<file path="src/hw/fbc_pkg.sv">
// Shared constants, types and state layout for the 4-bit core control block
package fbc_pkg;

  // Widths
  localparam int IP_W   = 12;              // Instruction pointer width
  localparam int NIB_W  = 4;               // Data word width
  localparam int MEM_N  = 128;             // Four pages of 32 words
  localparam int PIN_N  = 8;               // Synchronised pin inputs
  localparam int LEN_W  = 2;               // Instruction length field

  // Program memory map
  localparam logic [11:0] IP_RESET     = 12'h000;  // Restart address
  localparam logic [11:0] IP_TEST_BASE = 12'hFEA;  // First reserved step

  // Data memory locations in page zero
  localparam logic [6:0] IDX_W0_LO  = 7'h00;   // Word zero, low nibble
  localparam logic [6:0] IDX_W0_HI  = 7'h10;   // Word zero, high nibble
  localparam logic [6:0] IDX_W15_LO = 7'h0F;   // Word fifteen, low nibble
  localparam logic [6:0] IDX_W15_HI = 7'h1F;   // Word fifteen, high nibble

  // Register port map
  localparam logic [7:0] ADDR_MEM_TOP = 8'h1F;  // Last data word of page
  localparam logic [7:0] ADDR_CR0     = 8'h20;  // Control register zero
  localparam logic [7:0] ADDR_CR1     = 8'h21;  // Control register one
  localparam logic [7:0] ADDR_STAT    = 8'h22;  // Core status
  localparam logic [7:0] ADDR_ACC     = 8'h23;  // Accumulator

  // Control register fields and reset values
  localparam int CR0_RET_BIT   = 3;           // Retention flag position
  localparam int CR1_STOP_BIT  = 3;           // Stop release for pin c
  localparam logic [7:0] CR0_RST = 8'h00;     // Retention bit patched in
  localparam logic [7:0] CR1_RST = 8'h26;     // Port mode defaults

  // Pin vector positions
  localparam int PIN_SA  = 4;                 // Sense pin a
  localparam int PIN_SB  = 5;                 // Sense pin b
  localparam int PIN_SC  = 6;                 // Sense pin c
  localparam int PIN_SUP = 7;                 // Supply low detector

  // Status-test operand codes
  localparam logic [2:0] TST_KEY_A = 3'h0;    // Any key pin high
  localparam logic [2:0] TST_KEY_B = 3'h3;    // Any key pin high
  localparam logic [2:0] TST_KEY_C = 3'h6;    // Any key pin high
  localparam logic [2:0] TST_TMR   = 3'h5;    // Timer down counter zero
  localparam int TST_SPECIAL_BIT   = 3;       // Adds sense-pin terms

  // Decoded instruction classes
  typedef enum logic [4:0] {
    FBC_NOP       = 5'b00000,
    FBC_JMP       = 5'b00001,
    FBC_JC        = 5'b00010,
    FBC_JNC       = 5'b00011,
    FBC_JF        = 5'b00100,
    FBC_JNF       = 5'b00101,
    FBC_CALL      = 5'b00110,
    FBC_RETURN    = 5'b00111,
    FBC_AND       = 5'b01000,
    FBC_XOR       = 5'b01001,
    FBC_OR        = 5'b01010,
    FBC_ROT       = 5'b01011,
    FBC_ROT_ZERO  = 5'b01100,
    FBC_INC       = 5'b01101,
    FBC_SET_CARRY = 5'b01110,
    FBC_MOVE_IMM  = 5'b01111,
    FBC_MOVE_LOAD = 5'b10000,
    FBC_STORE     = 5'b10001,
    FBC_PORT_IN   = 5'b10010,
    FBC_TEST      = 5'b10011,
    FBC_HALT      = 5'b10100
  } fbc_op_e;

  // Whole state of the core control block
  typedef struct packed {
    logic [IP_W-1:0]             ip;       // Instruction pointer
    logic [NIB_W-1:0]            ras_hi;   // Return store, upper bits
    logic                        depth;    // Return depth pointer
    logic [NIB_W-1:0]            acc;      // Accumulator
    logic                        carry;    // Carry flag
    logic                        status;   // Status flag
    logic                        standby;  // Halted, waiting for release
    logic                        hang;     // Stack fault reset pulse
    logic [7:0]                  cr0;      // Control register zero
    logic [7:0]                  cr1;      // Control register one
    logic [MEM_N-1:0][NIB_W-1:0] mem;      // Data memory
    logic [IP_W-1:0]             tp;       // Table pointer
    logic [7:0]                  rdata;    // Register port read data
    logic [PIN_N-1:0]            s1;       // Pin sync stage one
    logic [PIN_N-1:0]            s2;       // Pin sync stage two
    logic [PIN_N-1:0]            s3;       // Pin sync stage three
    logic [PIN_N-1:0]            filt;     // Agreed pin levels
  } fbc_state_s;

endpackage

</file>
<file path="src/hw/fbc_core.sv">
// Control section of the 4-bit core: pointers, flags, data memory
//
// Contract
// [RULE1] Instruction pointer twelve bits, zero on reset
// [RULE2] Plain instructions advance pointer by length
// [RULE3] Taken jumps load operand target address
// [RULE4] Call saves pointer; return restores it
// [RULE5] Depth bit: reset clears, call/return step
// [RULE6] Depth overflow or underflow forces system reset
// [RULE7] Depth changes only by call, return, reset
// [RULE8] Return store low byte lives in word fifteen
// [RULE9] Word fifteen data access spoils upper bits
// [RULE10] Ten-bit program words; top 22 steps reserved
// [RULE11] Reserved or missing addresses restart at zero
// [RULE12] Four data pages selected by control bits
// [RULE13] Reset clears page zero word zero only
// [RULE14] Table pointer from word zero and control
// [RULE15] Four-bit accumulator, not touched by reset
// [RULE16] Status test sets or clears status flag
// [RULE17] Standby release or ready halt sets flag
// [RULE18] Flagged halt without release clears, no standby
// [RULE19] Test operand picks key, timer, sense terms
// [RULE20] Software configures sense pins before testing
// [RULE21] AND/XOR carry is both bit threes
// [RULE22] Rotates copy old accumulator bit three
// [RULE23] Increment and carry-add: carry if full
// [RULE24] OR, moves and port input clear carry
// [RULE25] Control zero resets to zero except retention
// [RULE26] Other instructions leave carry unchanged
// [RULE27] One clock, synchronous reset of core state
`timescale 1ns/1ps

module fbc_core
  import fbc_pkg::*;
(
  input  wire logic               sys_clk,
  input  wire logic               rst,
  input  wire logic               exec_valid,
  input  wire fbc_op_e            exec_op,
  input  wire logic [IP_W-1:0]    exec_arg,
  input  wire logic [LEN_W-1:0]   exec_len,
  input  wire logic [3:0]         key_inputs,
  input  wire logic               sense_pin_a,
  input  wire logic               sense_pin_b,
  input  wire logic               sense_pin_c,
  input  wire logic               supply_low,
  input  wire logic               timer_zero,
  input  wire logic [7:0]         reg_addr,
  input  wire logic [7:0]         reg_wdata,
  input  wire logic               reg_wr,
  input  wire logic               reg_rd,
  output logic [7:0]              reg_rdata,
  output logic [IP_W-1:0]         instruction_pointer,
  output logic [IP_W-1:0]         table_pointer,
  output logic [NIB_W-1:0]        accumulator,
  output logic                    carry_flag,
  output logic                    status_flag,
  output logic                    standby,
  output logic                    system_reset
);

  //////////////////////////////////////////////////////////////////////////
  // Declarations

  fbc_state_s       s_q;          // Registered state
  fbc_state_s       s_d;          // Next state
  logic [PIN_N-1:0] pins_raw;     // Asynchronous pin levels

  // All pins gathered so one synchroniser serves them
  assign pins_raw = {supply_low, sense_pin_c, sense_pin_b, sense_pin_a,
                     key_inputs};

  //////////////////////////////////////////////////////////////////////////
  // Next-state logic

  // Whole block computed here; the flop process only registers it
  always_comb begin
    logic             do_rst;     // External reset or stack fault
    logic             go;         // Instruction accepted this cycle
    logic [IP_W-1:0]  ip_next;    // Sequential successor address
    logic [3:0]       key_f;      // Filtered key pins
    logic             release_now;// Standby release condition
    logic             cond;       // Status test outcome
    logic [2:0]       tsel;       // Status test selector
    logic [6:0]       midx;       // Data memory index, port side
    logic [6:0]       eidx;       // Data memory index, instruction side
    logic [NIB_W-1:0] a;          // Accumulator before the instruction

    s_d         = s_q;
    do_rst      = rst | s_q.hang;                              // [RULE27]
    go          = exec_valid & ~s_q.standby & ~do_rst;
    ip_next     = s_q.ip + {{(IP_W-LEN_W){1'b0}}, exec_len};
    key_f       = s_q.filt[3:0];
    // Pin c wakes the core only when its stop release is enabled
    release_now = (|key_f) | (s_q.cr1[CR1_STOP_BIT] & s_q.filt[PIN_SC]);
    tsel        = exec_arg[2:0];
    cond        = 1'b0;
    midx        = {s_q.cr0[1:0], reg_addr[4:0]};               // [RULE12]
    eidx        = {s_q.cr0[1:0], exec_arg[4:0]};               // [RULE12]
    a           = s_q.acc;
    s_d.hang    = 1'b0;
    s_d.rdata   = 8'h00;

    // Three-stage pin synchroniser; stage one feeds stage two only
    s_d.s1   = pins_raw;
    s_d.s2   = s_q.s1;
    s_d.s3   = s_q.s2;
    // A level counts once stages two and three agree
    s_d.filt = (~(s_q.s2 ^ s_q.s3) & s_q.s3) |
               ((s_q.s2 ^ s_q.s3) & s_q.filt);

    // Register port read, data valid the following cycle
    if (reg_rd) begin
      if (reg_addr <= ADDR_MEM_TOP) begin
        s_d.rdata = {4'h0, s_q.mem[midx]};
      end else if (reg_addr == ADDR_CR0) begin
        s_d.rdata = s_q.cr0;
      end else if (reg_addr == ADDR_CR1) begin
        s_d.rdata = s_q.cr1;
      end else if (reg_addr == ADDR_STAT) begin
        s_d.rdata = {4'h0, s_q.depth, s_q.standby, s_q.status, s_q.carry};
      end else if (reg_addr == ADDR_ACC) begin
        s_d.rdata = {4'h0, s_q.acc};
      end else begin
        s_d.rdata = 8'h00;            // Unmapped reads as zero
      end
    end

    // Register port write; an instruction in the same cycle wins
    if (reg_wr) begin
      if (reg_addr <= ADDR_MEM_TOP) begin
        // Upper return bits are left as they are, not trusted  [RULE9]
        s_d.mem[midx] = reg_wdata[3:0];
      end else if (reg_addr == ADDR_CR0) begin
        // Retention flag is hardware owned
        s_d.cr0 = {reg_wdata[7:4], s_q.cr0[CR0_RET_BIT], reg_wdata[2:0]};
      end else if (reg_addr == ADDR_CR1) begin
        s_d.cr1 = reg_wdata;
      end
    end

    // Instruction execution
    if (go) begin
      s_d.ip = ip_next;                                        // [RULE2]
      unique case (exec_op)
        // No operation
        FBC_NOP: begin
          s_d.ip = ip_next;
        end
        // Always jump
        FBC_JMP: begin
          s_d.ip = exec_arg;                                   // [RULE3]
        end
        // Jump if carry
        FBC_JC: begin
          if (s_q.carry) begin
            s_d.ip = exec_arg;                                 // [RULE3]
          end
        end
        // Jump if no carry
        FBC_JNC: begin
          if (!s_q.carry) begin
            s_d.ip = exec_arg;                                 // [RULE3]
          end
        end
        // Jump if status
        FBC_JF: begin
          if (s_q.status) begin
            s_d.ip = exec_arg;                                 // [RULE3]
          end
        end
        // Jump if no status
        FBC_JNF: begin
          if (!s_q.status) begin
            s_d.ip = exec_arg;                                 // [RULE3]
          end
        end
        // One nesting level
        FBC_CALL: begin
          if (s_q.depth) begin
            // Second nesting level does not exist: hang     [RULE6]
            s_d.hang = 1'b1;
            s_d.ip   = s_q.ip;
          end else begin
            // Save successor, then jump                  [RULE4] [RULE8]
            s_d.ras_hi          = ip_next[11:8];
            s_d.mem[IDX_W15_HI] = ip_next[7:4];
            s_d.mem[IDX_W15_LO] = ip_next[3:0];
            s_d.depth           = 1'b1;                        // [RULE5]
            s_d.ip              = exec_arg;
          end
        end
        // Back to saved point
        FBC_RETURN: begin
          if (!s_q.depth) begin
            // Return with nothing saved is a fault          [RULE6]
            s_d.hang = 1'b1;
            s_d.ip   = s_q.ip;
          end else begin
            // Store keeps its value after the return         [RULE8]
            s_d.ip    = {s_q.ras_hi, s_q.mem[IDX_W15_HI],
                         s_q.mem[IDX_W15_LO]};                 // [RULE4]
            s_d.depth = 1'b0;                                  // [RULE5]
          end
        end
        // Logical and
        FBC_AND: begin
          s_d.acc   = a & exec_arg[3:0];                       // [RULE15]
          s_d.carry = a[3] & exec_arg[3];                      // [RULE21]
        end
        // Logical xor
        FBC_XOR: begin
          s_d.acc   = a ^ exec_arg[3:0];
          s_d.carry = a[3] & exec_arg[3];                      // [RULE21]
        end
        // Logical or
        FBC_OR: begin
          s_d.acc   = a | exec_arg[3:0];
          s_d.carry = 1'b0;                                    // [RULE24]
        end
        // Circular rotate
        FBC_ROT: begin
          s_d.acc   = {a[2:0], a[3]};
          s_d.carry = a[3];                                    // [RULE22]
        end
        // Shift, zero in
        FBC_ROT_ZERO: begin
          s_d.acc   = {a[2:0], 1'b0};
          s_d.carry = a[3];                                    // [RULE22]
        end
        // Increment, wraps
        FBC_INC: begin
          s_d.acc   = a + 4'h1;
          s_d.carry = (a == 4'hF);                             // [RULE23]
        end
        FBC_SET_CARRY: begin
          // Flag only; the accumulator keeps its value
          s_d.carry = (a == 4'hF);                             // [RULE23]
        end
        // Load immediate
        FBC_MOVE_IMM: begin
          s_d.acc   = exec_arg[3:0];
          s_d.carry = 1'b0;                                    // [RULE24]
        end
        // Load data word
        FBC_MOVE_LOAD: begin
          s_d.acc   = s_q.mem[eidx];
          s_d.carry = 1'b0;                                    // [RULE24]
        end
        // Write data word
        FBC_STORE: begin
          // Carry untouched by a store                      [RULE26]
          s_d.mem[eidx] = a;                                   // [RULE9]
        end
        // Read key pins
        FBC_PORT_IN: begin
          s_d.acc   = key_f;
          s_d.carry = 1'b0;                                    // [RULE24]
        end
        // Status test
        FBC_TEST: begin
          // Key and timer terms from the low operand bits   [RULE19]
          if (tsel == TST_KEY_A || tsel == TST_KEY_B ||
              tsel == TST_KEY_C) begin
            cond = |key_f;
          end else if (tsel == TST_TMR) begin
            cond = timer_zero;
          end
          // Sense terms trust software set the modes   [RULE19] [RULE20]
          if (exec_arg[TST_SPECIAL_BIT]) begin
            cond = cond | s_q.filt[PIN_SA] | s_q.filt[PIN_SB] |
                   (s_q.cr1[CR1_STOP_BIT] & s_q.filt[PIN_SC]);
          end
          s_d.status = cond;                                   // [RULE16]
        end
        // Halt or stay awake
        FBC_HALT: begin
          if (release_now) begin
            s_d.status = 1'b1;                                 // [RULE17]
          end else if (s_q.status) begin
            s_d.status = 1'b0;                                 // [RULE18]
          end else begin
            s_d.standby = 1'b1;
          end
        end
        default: begin
          s_d.ip = ip_next;           // Illegal code acts as no-op
        end
      endcase
    end

    // Leaving standby once the release condition appears
    if (s_q.standby && release_now && !do_rst) begin
      s_d.standby = 1'b0;
      s_d.status  = 1'b1;                                      // [RULE17]
    end

    // Reserved test steps and beyond send fetch home  [RULE10] [RULE11]
    if (s_d.ip >= IP_TEST_BASE) begin
      s_d.ip = IP_RESET;
    end

    // Synchronous reset; accumulator and other words keep their value
    if (do_rst) begin
      s_d.ip             = IP_RESET;                           // [RULE1]
      s_d.depth          = 1'b0;                               // [RULE7]
      s_d.mem[IDX_W0_LO] = 4'h0;                               // [RULE13]
      s_d.mem[IDX_W0_HI] = 4'h0;                               // [RULE13]
      s_d.cr0            = CR0_RST;                            // [RULE25]
      s_d.cr0[CR0_RET_BIT] = ~s_q.filt[PIN_SUP];               // [RULE25]
      s_d.cr1            = CR1_RST;
      s_d.status         = 1'b0;
      s_d.standby        = 1'b0;
      s_d.hang           = 1'b0;
      s_d.rdata          = 8'h00;
    end

    // Table pointer follows its sources, zero after reset       [RULE14]
    s_d.tp = {s_d.cr0[7:4], s_d.mem[IDX_W0_HI], s_d.mem[IDX_W0_LO]};
  end

  //////////////////////////////////////////////////////////////////////////
  // State register

  // Single clock; reset is folded into the next-state logic
  always_ff @(posedge sys_clk) begin
    s_q <= s_d;                                                // [RULE27]
  end

  //////////////////////////////////////////////////////////////////////////
  // Outputs, each straight from the state register

  assign reg_rdata           = s_q.rdata;
  assign instruction_pointer = s_q.ip;                         // [RULE1]
  assign table_pointer       = s_q.tp;
  assign accumulator         = s_q.acc;
  assign carry_flag          = s_q.carry;
  assign status_flag         = s_q.status;
  assign standby             = s_q.standby;
  assign system_reset        = s_q.hang;                       // [RULE6]

endmodule

</file>
<file path="config.mk">
export PLATFORM = sky130hd
export DESIGN_NAME = fbc_core
export DESIGN_NICKNAME = d
export VERILOG_FILES = /design/src/hw/fbc_pkg.sv /design/src/hw/fbc_core.sv
export SDC_FILE = /design/constraint.sdc
export NUM_CORES = 2
export LEC_CHECK = 0
export BUFFER_PORTS_ARGS = -buffer_cell sky130_fd_sc_hd__buf_2
export CAP_MARGIN = 15
export CORE_AREA = 2 2 298 300
export CTS_CLUSTER_SIZE = 25
export DETAILED_ROUTE_END_ITERATION = 6
export DIE_AREA = 0 0 300 302
export SYNTH_ARGS = -nofsm -noshare
export SYNTH_HDL_FRONTEND = slang
export SYNTH_SLANG_ARGS = --single-unit
export TNS_END_PERCENT = 20
</file>
<file path="constraint.sdc">
create_clock -name sys_clk -period 7.4 [get_ports sys_clk]
set_input_delay 0.37 -clock sys_clk [delete_from_list [all_inputs] [get_ports sys_clk]]
set_output_delay 0.37 -clock sys_clk [all_outputs]
set_load 0.03 [all_outputs]
</file>
==> flow_summary.json <==
{
  "outcome": "completed",
  "hold_buffers": 9,
  "place_hpwl_mm": 93.2,
  "core-area_um2": 87600,
  "grt_pass1_wl_mm": 210,
  "hold_class": "in -> reg",
  "synth_area_leaders": "dfxtp_1 (33%), mux2i_1 (16%), mux4_2 (10%)",
  "ys_seq_elements": 593,
  "cts_buffer_depth": 3,
  "pwr-share-seq_pct": 43.9,
  "antenna_found_initial": 6,
  "synth-main-ff-cell": "dfxtp_1",
  "num_rows": 109,
  "synthCells": 3932,
  "ys_seq_area_share_pct": 34.8,
  "syn_nets": 3993,
  "totalWireLength_mm": 144,
  "grt_pass1_vias": 29711,
  "post-synth-top-area-cell": "dfxtp_1",
  "avgSynthCellArea_um2": 8.81,
  "yosysMostFrequentCell": "dfxtp_1",
  "dieArea_um2": 90600,
  "layout.cells.non_filler": 5046,
  "worst_pin_slew_ps": 1400,
  "synthToLayoutAreaGrowth_pct": 10.1,
  "routedWlPerCell_um": 28.6,
  "start_util_pct": 39.6,
  "p_total_mw": 7.61,
  "finalHoldViolCount": 0,
  "synthDistinctLibCells": 80,
  "crit_end": "instruction_pointer[0]",
  "fin_crit_sh_pct": 53.7,
  "port-buffer-count": 88,
  "crit_fanout": 11,
  "max_freq_mhz": 252,
  "synthesis.area_um2": 34600,
  "cts.repair.resized": 0,
  "design_area_um2": 38100,
  "place.gp.congestion": 0.985,
  "grt-ovfl-total": 0,
  "r2r_start": "instruction_pointer[0]",
  "cap_violations": 0,
  "period_minus_slack_ps": 3970,
  "dp_cells": 4909,
  "drc_errors": 0,
  "p_per_area_nw_per_um2": 200,
  "power_frac_clock_pct": 47.0,
  "path_class": "reg -> reg",
  "hold-worst-slack_ps": 6.98,
  "p_int_mw": 5.59,
  "drive_above_1_share_pct": 12.3,
  "clock-sinks": 593,
  "via_per_inst": 6.52,
  "synth_top_cells_by_count": "dfxtp_1 (575), mux2i_1 (568), nor2_1 (520)",
  "crit_required_ps": 7840,
  "synth_async_sr_flop_share_pct": 0,
  "rsz0062_at_grt": "false",
  "grt_max_degree": 135,
  "clock_latency_ps": 620,
  "htree_num_levels": 3,
  "ant_nets": 0,
  "groute.usage.overall_pct": 30.8,
  "final.setup.tns_ps": 0,
  "max_slew_margin_pct": 6.37,
  "fp.dieW_um": 300,
  "worst_ir_drop_vdd_mv": 0.196,
  "ff2ff_setup_slack_ps": 3430,
  "slew_violations": 0,
  "tritoncts": "done",
  "path_clk_slew_ps": 60,
  "worstPathArrival_ps": 4410,
  "root_buffer": "clkbuf_16",
  "switching_power_mw": 2.02,
  "post-cts-setup-buffers": 0,
  "p_comb_share_pct": 9.0,
  "rr_worst_depth": 10,
  "place_area_um2": 35700,
  "vias": 32876,
  "startpoint": "instruction_pointer[0]",
  "cp-end-kind": "register",
  "switching_share_pct": 26.5,
  "yosysTopAreaCellShare_pct": 33.2,
  "skew_ps": 25.1,
  "p_leak_nw": 15.5,
  "start_kind": "register",
  "regToRegEndpoint": "instruction_pointer[0]",
  "die_h_um": 302,
  "tritoncts.num_buffers": 70,
  "synth_edf_count": 18,
  "fillers": 8608,
  "yosys_warnings": 0,
  "fin_nets": 3886,
  "drt_iter0_drc": 4882,
  "report.final.setup_viol": 0,
  "first_pass_iters": 6,
  "ios": 89
}
## per-layer routing
layer | wire [um] | track usage, %
met4 | 9440 | 17.7
met1 | 55000 | 40.4
met3 | 19300 | 8.64
met5 | 28 | 0
met2 | 60600 | 45.4
## worst min path at each step
stage,slack [ps],cells after the start,to,startpoint
after detailed placement,310,0,s_d[11],s_d[19]
after global placement,310,0,s_d[8],s_d[16]
final,7,3,s_q[571],reg_wdata[7]
after CTS,1,3,s_q[571],reg_wdata[7]
after global routing,30,3,s_q[571],reg_wdata[7]
after floorplan,310,0,s_d[10],s_d[18]
## state kept, by name (all words and copies together) (netlist names), named ones only
signal / cells
table_pointer: 11
status_flag: 1
standby: 1
reg_rdata: 8
carry_flag: 1
s_q: 530
instruction_pointer: 12
s_d: 16
accumulator: 4
system_reset: 1
## worst max-delay path, stage by stage, from the launching register on
cell	delay [ps]
dfxtp_1	380
ha_1	260
fa_1	520
and3_1	270
and4_1	230
mux2_2	220
a221o_1	130
o221ai_1	110
or4_1	600
a2111oi_2	890
a2111oi_0	170
## placed cells by master (no fill, tap or decap), types with 12 or more instances in the layout
cell type / count
a21oi_1: 395
a221o_1: 19
a221oi_1: 55
a222oi_1: 17
a22o_1: 40
a22oi_1: 94
a311oi_1: 13
a31oi_1: 36
buf_2: 80
buf_4: 55
clkbuf_1: 17
clkbuf_16: 74
clkbuf_8: 12
dfxtp_1: 575
edfxtp_1: 18
inv_1: 21
mux2_2: 32
mux2i_1: 568
mux4_2: 155
nand2_1: 454
nand2b_1: 14
nand3_1: 60
nor2_1: 520
nor2b_1: 13
nor3_1: 39
nor4_1: 12
o211ai_1: 12
o21ai_0: 236
o22ai_1: 18
or3_1: 13
xnor2_1: 13
## cells by family after synthesis
family,count (synthesis),synth area share (%)
DFF,593,34.8
xor gates and xnor gates,22,0.578
and+or+nand+nor,1196,14.4
muxes,755,27.5
adders and majority gates,12,0.455
AOI/OAI and AO/OA,997,17.8
buffers and inverters,357,4.45
## per-stage QoR
step | setup slack (ps) | util (%)
after floorplan | 4300 | -
final | 3430 | 43.5
after detailed placement | 3380 | 40.8
after CTS | 3510 | 43.5
after global routing | 3250 | 43.5
after global placement | 3450 | 40.8
## area by class of cell
cell class / count / area [um^2] / area share, %
inverters: 26 / 97.6 / 0.256
multi-input cells: 2982 / 21100 / 55.5
diodes: 4 / 10.0 / 0.0263
clock inverters: 21 / 244 / 0.640
repair buffers: 152 / 1040 / 2.74
flip-flops and latches: 593 / 12100 / 31.6
well taps: 1165 / 1460 / 3.82
clock buffers: 103 / 2080 / 5.46
## power groups by stage
stage | Sequential, mW | Clock, mW | Combinational, mW
floorplan | 3.37 | 0 | 0.417
global placement | 3.40 | 0 | 0.650
detailed placement | 3.41 | 0 | 0.651
CTS | 3.34 | 3.60 | 0.657
global route | 3.34 | 3.73 | 0.700
finish | 3.34 | 3.58 | 0.688
Power figures use the tool's default switching activity.
